### src/common/ext_bus_defs.vh
/*
 * Constants of the external bus wait-state and arbitration logic:
 * register offsets, field positions, reset values and the bus period scale.
 * Assumes it is included by bare name from design files.
 */
`ifndef EXT_BUS_DEFS_VH
`define EXT_BUS_DEFS_VH

// Register byte offsets on the Avalon-MM slave
`define EB_OFS_CTRL        4'h0
`define EB_OFS_TIMING      4'h4
`define EB_OFS_STATUS      4'h8

// Control register fields
`define EB_CTRL_RDY_EN     0
`define EB_CTRL_RDY_POL    1
`define EB_CTRL_RDY_ASYNC  2
`define EB_CTRL_ARB_EN     3
`define EB_CTRL_RST        4'h0

// Timing register fields (lengths in bus clock periods)
`define EB_TIM_AB          0
`define EB_TIM_C_LO        1
`define EB_TIM_C_HI        2
`define EB_TIM_D           3
`define EB_TIM_E_LO        4
`define EB_TIM_E_HI        8
`define EB_TIM_F_LO        9
`define EB_TIM_F_HI        10
`define EB_TIM_RST         11'h000

// Status register fields
`define EB_STA_STATE_LO    0
`define EB_STA_STATE_HI    3
`define EB_STA_RELEASED    4
`define EB_STA_HOLD        5
`define EB_STA_WAIT_LO     8
`define EB_STA_WAIT_HI     15

// System clock cycles per bus clock period
`define EB_SYS_PER_TCS     2

`endif

### src/logic/ext_bus_ready_arb.v
/*
 * External bus controller: phase sequencer with ready-controlled wait
 * states and bus release/regain arbitration, plus an Avalon-MM slave
 * holding control, timing and status.
 * Assumes one system clock; ready, hold and read data arrive from pins
 * and are synchronised here; the requester keeps its request up until
 * the done pulse and drops it in the cycle after.
 */
`include "ext_bus_defs.vh"
`timescale 1ns/1ps
`default_nettype none

module ext_bus_ready_arb #(
   parameter AW = 16,
   parameter DW = 16
) (
   input  wire          i_sys_clk,
   input  wire          i_nrst,
   // Avalon-MM register slave
   input  wire [3:0]    i_avs_address,
   input  wire          i_avs_read,
   input  wire          i_avs_write,
   input  wire [31:0]   i_avs_writedata,
   output reg  [31:0]   o_avs_readdata,
   output reg           o_avs_waitrequest,
   // Internal access requests
   input  wire          i_req,
   input  wire          i_req_wr,
   input  wire [AW-1:0] i_req_addr,
   input  wire [DW-1:0] i_req_wdata,
   output reg           o_req_done,
   output reg  [DW-1:0] o_req_rdata,
   // External bus pins
   output reg           o_reference_clock_output,
   output reg           o_ale,
   output reg           o_rd_n,
   output reg           o_wr_n,
   output reg           o_ctrl_oe,
   output reg  [AW-1:0] o_addr,
   output reg           o_addr_oe,
   output reg  [DW-1:0] o_data_out,
   output reg           o_data_oe,
   input  wire [DW-1:0] i_data_in,
   input  wire          i_ready,
   input  wire          i_hold_n,
   output reg           o_release_acknowledge_n,
   output reg           o_regain_request_out_n
);

   localparam [3:0] S_IDLE     = 4'h0;
   localparam [3:0] S_AB       = 4'h1;
   localparam [3:0] S_C        = 4'h2;
   localparam [3:0] S_D        = 4'h3;
   localparam [3:0] S_E        = 4'h4;
   localparam [3:0] S_RDY      = 4'h5;
   localparam [3:0] S_F        = 4'h6;
   localparam [3:0] S_REL_DRV  = 4'h7;
   localparam [3:0] S_RELEASED = 4'h8;
   localparam [3:0] S_REG_FLT  = 4'h9;
   localparam [3:0] S_REG_DRV  = 4'ha;

   reg  [3:0]    ctrl;
   reg  [10:0]   timing;
   reg  [3:0]    state;
   reg  [4:0]    cnt;
   reg  [7:0]    wait_cnt;
   reg           cyc_wr;
   reg           rdy_s1;
   reg           rdy_s2;
   reg           rdy_s3;
   reg           hold_s1;
   reg           hold_s2;
   reg  [DW-1:0] data_s1;
   reg  [DW-1:0] data_s2;

   wire       rdy_en    = ctrl[`EB_CTRL_RDY_EN];
   wire       rdy_pol   = ctrl[`EB_CTRL_RDY_POL];
   wire       rdy_async = ctrl[`EB_CTRL_RDY_ASYNC];
   wire       arb_en    = ctrl[`EB_CTRL_ARB_EN];
   wire       len_ab    = timing[`EB_TIM_AB];
   wire [1:0] len_c     = timing[`EB_TIM_C_HI:`EB_TIM_C_LO];
   wire       len_d     = timing[`EB_TIM_D];
   wire [4:0] len_e     = timing[`EB_TIM_E_HI:`EB_TIM_E_LO];
   wire [1:0] len_f     = timing[`EB_TIM_F_HI:`EB_TIM_F_LO];

   // Bus clock period ends on the edge where the reference clock falls
   wire tick = o_reference_clock_output;

   // Ready sample: polarity chosen, extra stage in asynchronous mode
   wire rdy_smp  = rdy_async ? rdy_s3 : rdy_s2;
   wire rdy_act  = (rdy_smp == rdy_pol);
   wire hold_req = arb_en & ~hold_s2;

   // Length test shared by the phase counters
   function last_period;
      input [4:0] c;
      begin
         last_period = (c == 5'h00);
      end
   endfunction

   // Pin synchronisers; the first stage feeds only the second
   always @(posedge i_sys_clk) begin
      if (!i_nrst) begin
         rdy_s1  <= 1'b0;
         rdy_s2  <= 1'b0;
         rdy_s3  <= 1'b0;
         hold_s1 <= 1'b1;
         hold_s2 <= 1'b1;
         data_s1 <= {DW{1'b0}};
         data_s2 <= {DW{1'b0}};
      end else begin
         rdy_s1  <= i_ready;
         rdy_s2  <= rdy_s1;
         rdy_s3  <= rdy_s2;
         hold_s1 <= i_hold_n;
         hold_s2 <= hold_s1;
         data_s1 <= i_data_in;
         data_s2 <= data_s1;
      end
   end

   // Avalon-MM slave: one wait cycle, then a single answer cycle
   always @(posedge i_sys_clk) begin
      if (!i_nrst) begin
         o_avs_waitrequest <= 1'b1;
         o_avs_readdata    <= 32'h00000000;
         ctrl              <= `EB_CTRL_RST;
         timing            <= `EB_TIM_RST;
      end else begin
         if ((i_avs_read || i_avs_write) && o_avs_waitrequest) begin
            o_avs_waitrequest <= 1'b0;
         end else begin
            o_avs_waitrequest <= 1'b1;
         end
         if (i_avs_read && o_avs_waitrequest) begin
            case (i_avs_address)
               `EB_OFS_CTRL:   o_avs_readdata <= {28'h0000000, ctrl};
               `EB_OFS_TIMING: o_avs_readdata <= {21'h00000, timing};
               `EB_OFS_STATUS: o_avs_readdata <= {16'h0000, wait_cnt,
                                  2'b00, hold_req,
                                  (state == S_RELEASED), state};
               default:        o_avs_readdata <= 32'h00000000;
            endcase
         end
         if (i_avs_write && !o_avs_waitrequest) begin
            case (i_avs_address)
               `EB_OFS_CTRL:   ctrl   <= i_avs_writedata[3:0];
               `EB_OFS_TIMING: timing <= i_avs_writedata[10:0];
               default:        ctrl   <= ctrl;
            endcase
         end
      end
   end

   // Phase sequencer and arbitration, advancing once per bus period
   always @(posedge i_sys_clk) begin
      if (!i_nrst) begin
         o_reference_clock_output <= 1'b0;
         state                    <= S_IDLE;
         cnt                      <= 5'h00;
         wait_cnt                 <= 8'h00;
         cyc_wr                   <= 1'b0;
         o_req_done               <= 1'b0;
         o_req_rdata              <= {DW{1'b0}};
         o_ale                    <= 1'b0;
         o_rd_n                   <= 1'b1;
         o_wr_n                   <= 1'b1;
         o_ctrl_oe                <= 1'b1;
         o_addr                   <= {AW{1'b0}};
         o_addr_oe                <= 1'b1;
         o_data_out               <= {DW{1'b0}};
         o_data_oe                <= 1'b0;
         o_release_acknowledge_n  <= 1'b1;
         o_regain_request_out_n   <= 1'b1;
      end else begin
         o_reference_clock_output <= ~o_reference_clock_output;
         o_req_done               <= 1'b0;
         if (tick) begin
            case (state)
               S_IDLE: begin
                  if (hold_req) begin
                     state <= S_REL_DRV;
                     o_ale <= 1'b0;
                  end else if (i_req) begin
                     state      <= S_AB;
                     cnt        <= {4'h0, len_ab};
                     cyc_wr     <= i_req_wr;
                     o_addr     <= i_req_addr;
                     o_data_out <= i_req_wdata;
                     o_ale      <= 1'b1;
                     wait_cnt   <= 8'h00;
                  end
               end
               S_AB: begin
                  if (last_period(cnt)) begin
                     o_ale <= 1'b0;
                     if (len_c != 2'b00) begin
                        state <= S_C;
                        cnt   <= {3'h0, len_c} - 5'h01;
                     end else if (len_d) begin
                        state     <= S_D;
                        o_data_oe <= cyc_wr;
                     end else begin
                        state     <= S_E;
                        cnt       <= len_e;
                        o_data_oe <= cyc_wr;
                        o_rd_n    <= cyc_wr;
                        o_wr_n    <= ~cyc_wr;
                     end
                  end else begin
                     cnt <= cnt - 5'h01;
                  end
               end
               S_C: begin
                  if (last_period(cnt)) begin
                     o_data_oe <= cyc_wr;
                     if (len_d) begin
                        state <= S_D;
                     end else begin
                        state  <= S_E;
                        cnt    <= len_e;
                        o_rd_n <= cyc_wr;
                        o_wr_n <= ~cyc_wr;
                     end
                  end else begin
                     cnt <= cnt - 5'h01;
                  end
               end
               S_D: begin
                  state  <= S_E;
                  cnt    <= len_e;
                  o_rd_n <= cyc_wr;
                  o_wr_n <= ~cyc_wr;
               end
               S_E: begin
                  // Synchronous mode samples first at the end of the programmed access
                  if (!last_period(cnt)) begin
                     cnt <= cnt - 5'h01;
                  end else if (rdy_en && (rdy_async || !rdy_act)) begin
                     state <= S_RDY;
                  end else begin
                     state       <= (len_f != 2'b00) ? S_F : S_IDLE;
                     cnt         <= {3'h0, len_f} - 5'h01;
                     o_rd_n      <= 1'b1;
                     o_wr_n      <= 1'b1;
                     o_data_oe   <= 1'b0;
                     o_req_rdata <= cyc_wr ? o_req_rdata : data_s2;
                     o_req_done  <= 1'b1;
                  end
               end
               S_RDY: begin
                  if (rdy_act) begin
                     state       <= (len_f != 2'b00) ? S_F : S_IDLE;
                     cnt         <= {3'h0, len_f} - 5'h01;
                     o_rd_n      <= 1'b1;
                     o_wr_n      <= 1'b1;
                     o_data_oe   <= 1'b0;
                     o_req_rdata <= cyc_wr ? o_req_rdata : data_s2;
                     o_req_done  <= 1'b1;
                  end else if (wait_cnt != 8'hff) begin
                     wait_cnt <= wait_cnt + 8'h01;
                  end
               end
               S_F: begin
                  if (last_period(cnt)) begin
                     state <= S_IDLE;
                  end else begin
                     cnt <= cnt - 5'h01;
                  end
               end
               S_REL_DRV: begin
                  // Controls were driven inactive; now let them float
                  state                   <= S_RELEASED;
                  o_ctrl_oe               <= 1'b0;
                  o_addr_oe               <= 1'b0;
                  o_release_acknowledge_n <= 1'b0;
               end
               S_RELEASED: begin
                  if (hold_s2 || !arb_en) begin
                     state                   <= S_REG_FLT;
                     o_release_acknowledge_n <= 1'b1;
                     o_regain_request_out_n  <= 1'b1;
                  end else begin
                     // Held requests only ask for the bus back
                     o_regain_request_out_n <= ~i_req;
                  end
               end
               S_REG_FLT: begin
                  state     <= S_REG_DRV;
                  o_ctrl_oe <= 1'b1;
                  o_addr_oe <= 1'b1;
                  o_ale     <= 1'b0;
               end
               S_REG_DRV: begin
                  state <= S_IDLE;
               end
               default: begin
                  state <= S_IDLE;
               end
            endcase
         end
      end
   end

endmodule // ext_bus_ready_arb

`default_nettype wire

### config.mk
export PLATFORM = sky130hd
export DESIGN_NAME = ext_bus_ready_arb
export DESIGN_NICKNAME = d
export VERILOG_FILES = /design/src/logic/ext_bus_ready_arb.v
export VERILOG_INCLUDE_DIRS = /design/src /design/src/common
export SDC_FILE = /design/constraint.sdc
export NUM_CORES = 1
export LEC_CHECK = 0
export BUFFER_PORTS_ARGS = -buffer_cell sky130_fd_sc_hd__buf_2
export CAP_MARGIN = 20
export CORE_MARGIN = 2
export CORE_UTILIZATION = 50
export DETAILED_ROUTE_END_ITERATION = 10
export GPL_ROUTABILITY_DRIVEN = 0
export PLACE_DENSITY = 0.78
export REMOVE_ABC_BUFFERS = 1
export SLEW_MARGIN = 5
export SYNTH_ARGS = -nofsm -noshare
export SYNTH_HDL_FRONTEND = slang
export SYNTH_SLANG_ARGS = --single-unit
export TNS_END_PERCENT = 5
### constraint.sdc
create_clock -name i_sys_clk -period 3 [get_ports i_sys_clk]
set_clock_uncertainty 0.15 [all_clocks]
set_input_delay 0.6 -clock i_sys_clk [delete_from_list [all_inputs] [get_ports i_sys_clk]]
set_output_delay 0.6 -clock i_sys_clk [all_outputs]
set_load 0.1 [all_outputs]
=== Yosys cells after proc, flatten, opt, wreduce, memory -nomap -nowiden ===
Index checks and enable logic that the tools add are counted.

* Register bits: 160
* Bits in latches: 0
* Bits in writable memories: 0
* Memory bits (read-only): 0
* Bits of input ports: 92
* Memories: 0

* Add/sub/neg operators: 4
* Multipliers: 0
* Div/mod/pow operators: 0
* $lt $le $gt $ge: 0
* Eq/ne operators: 28
* Shift-type cells: 0
* Mux-type cells: 69
* Bitwise logic cells: 6
* Reduce and logical (&&, ||, !) cells: 37

{| class="wikitable"
|+ Operators with widths
! kind !! number
|-
| $mux 16 || 4
|-
| $mux 5 || 10
|-
| $pmux 16 s3 || 1
|-
| $pmux 4 s10 || 1
|-
| $pmux 5 s7 || 1
|-
| $mux 4 || 8
|-
| $mux 8 || 4
|-
| $pmux 16 s2 || 1
|-
| $mux 1 || 27
|-
| $ne 2x2->1 const B || 12
|-
| $reduce_and 8->1 || 3
|-
| $eq 4x3->1 const B || 5
|-
| $pmux 8 s2 || 1
|-
| $eq 4x4->1 const B || 3
|-
| $mux 3 || 4
|-
| $reduce_bool 2->1 || 6
|-
| $pmux 1 s5 || 2
|-
| $reduce_and 2->1 || 5
|-
| $add 8x1->8 const B || 1
|-
| $eq 4x2->1 const B || 2
|-
| $logic_not 4->1 || 2
|-
| $ne 8x8->1 const B || 1
|-
| $reduce_and 4->1 || 2
|-
| $reduce_and 7->1 || 1
|-
| other kinds (22) || 37
|}

=== Depth between registers and ports, before layout ===
* Depth after elaboration: 8
* Mapped depth: 8
* Gate-level depth less buffers: 7

=== Least setup slack after synthesis ===
No wires, ideal clock.

* Path type: reg-to-reg
* Start point: reg o_reference_clock_output
* End point: reg o_req_rdata[0]
* Setup time: 72 ps
* Data arrival time: 2186 ps
* Data required time: 2778 ps
* Slack: 592 ps
* Stages on the path, launching flop included: 5
* Buffers on the path: 1
* Period minus slack after synthesis: 2408 ps
* Cells stage by stage: dfxtp_1 > a21bo_2 > nor4_4 > buf_6 > mux2i_1

* Cells in the longest elaborated chain, start to end: 1

{| class="wikitable"
|+ Ends and longest elaborated chain
! element !! line !! text
|-
| from (decl) || ext_bus_ready_arb.v:34 || <nowiki>output reg o_reference_clock_output,</nowiki>
|-
| from (signal assigned) || ext_bus_ready_arb.v:177 || <nowiki>o_reference_clock_output <= ~o_reference_clock_output;</nowiki>
|-
| $reduce_and 5->1 (no source line) || - ||
|-
| to (signal assigned) || ext_bus_ready_arb.v:165 || <nowiki>o_req_rdata <= {DW{1'b0}};</nowiki>
|-
| to (signal assigned) || ext_bus_ready_arb.v:248 || <nowiki>o_req_rdata <= cyc_wr ? o_req_rdata : data_s2;</nowiki>
|-
| to (signal assigned) || ext_bus_ready_arb.v:259 || <nowiki>o_req_rdata <= cyc_wr ? o_req_rdata : data_s2;</nowiki>
|-
| to (decl) || ext_bus_ready_arb.v:32 || <nowiki>output reg [DW-1:0] o_req_rdata,</nowiki>
|}

Every way passes these cells.
A chain may end at the register's enable or synchronous reset.

=== Final worst setup path ===
* Start point: reg cnt[0]
* End point: reg o_rd_n

* Cells in the longest elaborated chain, start to end: 3

{| class="wikitable"
|+ Ends and longest elaborated chain
! element !! line !! text
|-
| from (decl) || ext_bus_ready_arb.v:65 || <nowiki>reg [4:0] cnt;</nowiki>
|-
| from (signal assigned) || ext_bus_ready_arb.v:187 || <nowiki>cnt <= {4'h0, len_ab};</nowiki>
|-
| from (signal assigned) || ext_bus_ready_arb.v:200 || <nowiki>cnt <= {3'h0, len_c} - 5'h01;</nowiki>
|-
| from (signal assigned) || ext_bus_ready_arb.v:206 || <nowiki>cnt <= len_e;</nowiki>
|-
| $logic_not 5->1 * || ext_bus_ready_arb.v:98 || <nowiki>last_period = (c == 5'h00);</nowiki>
|-
| $ne 2x2->1 (no source line) || - ||
|-
| $reduce_and 8->1 (no source line) * || - ||
|-
| to (signal assigned) || ext_bus_ready_arb.v:208 || <nowiki>o_rd_n <= cyc_wr;</nowiki>
|-
| to (signal assigned) || ext_bus_ready_arb.v:223 || <nowiki>o_rd_n <= cyc_wr;</nowiki>
|-
| to (signal assigned) || ext_bus_ready_arb.v:233 || <nowiki>o_rd_n <= cyc_wr;</nowiki>
|-
| to (decl) || ext_bus_ready_arb.v:36 || <nowiki>output reg o_rd_n,</nowiki>
|}

Mark *: on every way between the ends. The rest lies on a longest branch, timed or not.

==> results by group <==
Timing
  – Setup slack of the critical path after layout: about 0.43 ns
  – Endpoints failing setup: 0
  – Final critical delay including setup and external delays: 2.57 ns
  – Measured slew at the worst slew-check pin: 0.768 ns
  – Final period util: 0.858
  – Number of max-slew violations in the final report: 0
  – RSZ-0062 raised after global routing: false
  – Relative max-transition margin: 0.487
  – Maximum clock rate: 0.388 GHz
  – Hold slack: ~0.23 ns
  – Setup TNS after final layout: 0 ns
  – Number of hold-slack violations in the final timing report: 0

Worst setup path
  – Critical R2R Capture: o_rd_n$_SDFFE_PN1P_
  – Worst setup path class: reg2reg
  – Nature of the critical path endpoint: register
  – Maximum fanout encountered on the critical timing path: 10
  – Category of the worst setup path launch point: register
  – Cell count of the worst reg-to-reg path: 7
  – Reg-to-reg startpoint: cnt[0]$_SDFFE_PN0P_
  – Endpoint arrival time on the critical path: 2.73 ns
  – Register-to-register setup slack: 0.43 ns
  – Crit path required time: 3.15 ns

CTS
  – Buffer depth of the longest clock path: 2
  – H-tree levels: 4
  – Number of buffers inserted during clock tree synthesis: 17
  – Post-CTS Setup Inserts: 0
  – Clk Tree Root Cell: sky130_fd_sc_hd__clkbuf_16
  – Resize count post-CTS: 0
  – Total clock sinks: 144
  – Clock insertion delay at the later pin of the skew report: about 0.42 ns
  – Hold-fix buffers, CTS: 0
  – TritonCTS clock tree: built
  – Clock transition time at the flip-flop clock pins of the worst setup and hold paths: ~0.060 ns

Layout
  – Leading cell type in the layout, fill and taps excluded: sky130_fd_sc_hd__buf_2
  – Share of final-layout standard cells stronger than drive strength 1: 0.256
  – Final core occ: 0.637
  – Post-Layout Inst Area: 0.00771 sq mm
  – Top library cells by usage in the layout, fill and taps aside: sky130_fd_sc_hd__buf_2, sky130_fd_sc_hd__dfxtp_1, sky130_fd_sc_hd__nand2_1, sky130_fd_sc_hd__a21oi_1, sky130_fd_sc_hd__mux2i_1
  – Synth-to-layout area growth: 23.7%
  – Number of antenna diodes: 0
  – Post-Layout Cell Count: 1023
  – # fillers: around 1100
  – Final #Nets: roughly 940

Outcome
  – Run status: completed

Synthesis
  – Number of instances in the synthesized netlist: slightly above 700
  – Mean post-synth cell area: roughly 9 sq um
  – Number of distinct library cell variants in the gate-level netlist after synthesis: 67
  – Number of warnings printed during yosys synthesis: 0
  – Number of synthesized flops with an enable pin: 0
  – Cell area after technology mapping: around 0.0062 sq mm
  – Sequential element share of the synthesized area: 0.462
  – Top post-synthesis cells by area: sky130_fd_sc_hd__dfxtp_1, sky130_fd_sc_hd__nand2_1, sky130_fd_sc_hd__mux2i_1
  – Synth Flop Type: sky130_fd_sc_hd__dfxtp_1
  – Synth top area share: 0.462
  – Share of synthesized flip-flops with an asynchronous set or reset: 0
  – Library cell occupying the most area in the post-synthesis netlist: sky130_fd_sc_hd__dfxtp_1
  – Flop and latch count out of synthesis: 144

Route
  – Drt initial violations: 425
  – Drt first pass iters: 5
  – Post-route DRC: 0
  – Post-DRT Antenna Nets: 0
  – Average routed wire per standard cell: 14.9 um
  – Average vias per placed instance: approximately 5.3
  – Via total after detailed routing: 5418
  – Final wirelength: 15300 um

Pwr
  – Cell leakage power: 3.30 nW
  – Net switching component of the power: 1.55 mW
  – Sequential power share: 0.387
  – Post-route total power: 5.27 mW
  – Pwr/cell area: 683 mW/mm^2
  – Clk pwr share: 0.438
  – Net Sw Frac: 0.294
  – Proportion of power drawn by combinational gates: 0.175
  – Maximum ir drop on the vdd rail: around 0.00036 V
  – Internal power: 3.72 mW

Placement
  – Dpl cell area: 0.00706 sq mm
  – Placed instance count: ~990
  – Pre-CTS setup slack: approximately 0.5 ns
  – Post-DP HPWL: roughly 11000 um
  – Count of input and output buffers: approximately 150

Die
  – Io pins: around 180
  – Die span in x: 116 um
  – Overall die area: 0.0134 sq mm
  – Starting density of the core: 0.515
  – Core Rows: 40
  – Core Area: 0.0121 sq mm
  – Die Y-Extent: 116 um

Hold path
  – Min-Delay Path Depth: 2
  – Launch instance of the worst min-delay path: i_data_in[15]
  – Worst hold path endpoint: data_s1[15]$_SDFF_PN0_
  – Worst min-delay path category: in2reg

Global routing
  – Global-route total usage across every layer: 0.235
  – Antenna violations before repair: 0
  – Residual overflow from global routing: 0
  – Maximum number of pins on one net before global-route repair: 64
  – Wire length of the first global-routing pass: 24600 um
  – Via count of the first global-routing pass: 5140

Flow run
  – Max cap viols: 0
## worst max-delay path by stage
stage | from | end | slack [ns]
6_report | cnt[0]$_SDFFE_PN0P_ | o_rd_n$_SDFFE_PN1P_ | 0.43
5_1_grt | cnt[0]$_SDFFE_PN0P_ | o_data_oe$_SDFFE_PN0P_ | 0.32
4_1_cts | cnt[0]$_SDFFE_PN0P_ | o_rd_n$_SDFFE_PN1P_ | 0.45
3_5_place_dp | cnt[0]$_SDFFE_PN0P_ | o_rd_n$_SDFFE_PN1P_ | 0.50
3_3_place_gp | cnt[0]$_SDFFE_PN0P_ | o_rd_n$_SDFFE_PN1P_ | 0.51
2_1_floorplan | o_reference_clock_output$_SDFF_PN0_ | wait_cnt[0]$_SDFFE_PN0P_ | 0.01
## power by group through the flow
stage	logic (mW)	registers, mW	clock network [mW]
after floorplan	0.441	2.30	0
after CTS	0.910	2.04	2.34
after global placement	0.899	2.08	0
final	0.920	2.04	2.31
after detailed placement	0.905	2.08	0
after global routing	0.980	2.05	2.43
## sequential cells by signal, indices dropped and copies added (netlist names), 4 cells and up
signal / flops
o_req_rdata: 16
o_data_out: 16
o_avs_readdata: 16
cnt: 5
data_s1: 16
state: 4
data_s2: 16
o_addr: 16
timing: 11
wait_cnt: 8
ctrl: 4
## routing by layer
layer,wire length [um],part of all wire,track usage
met1,6670,0.44,0.303
met2,6930,0.45,0.368
met3,1370,0.090,0.0764
met4,288,0.019,0.0913
met5,0,0,0
## cell families after synthesis
family	count (synthesis)	synth area share
AOI/OAI and AO/OA	146	0.154
xor gates and xnor gates	6	0.00964
adders and majority gates	4	0.00803
buffers and inverters	74	0.0598
DFF	144	0.462
muxes	43	0.0696
other	1	0.000602
and+or+nand+nor	286	0.236
## worst max-delay path: stages (launching register included)
cell and delay, ns:
sky130_fd_sc_hd__dfxtp_1 0.34, sky130_fd_sc_hd__inv_1 0.10, sky130_fd_sc_hd__ha_1 0.24, sky130_fd_sc_hd__or4b_1 0.68, sky130_fd_sc_hd__a31oi_4 0.22, sky130_fd_sc_hd__a21oi_2 0.06, sky130_fd_sc_hd__nor4_2 0.31, sky130_fd_sc_hd__mux2_1 0.35
## Yosys cell counts (all sizes together), types with 10 or more instances
| cell type | count |
|---|---|
| a21oi | 58 |
| and2 | 38 |
| buf | 31 |
| clkbuf | 32 |
| dfxtp | 144 |
| inv | 11 |
| mux2i | 40 |
| nand2 | 133 |
| nand3 | 16 |
| nor2 | 35 |
| o21ai | 28 |
| or3 | 10 |
## area by class of cell
cell class,count,area (sq um),area share
sequential,144,2880,0.374
clock inverter,14,214,0.0277
tap,168,210,0.0273
timing repair buffer,167,891,0.116
clock buffer,18,439,0.0569
inverter,11,41.3,0.00535
multi-input combinational,501,3030,0.393
(Power assumes the default switching activity.)
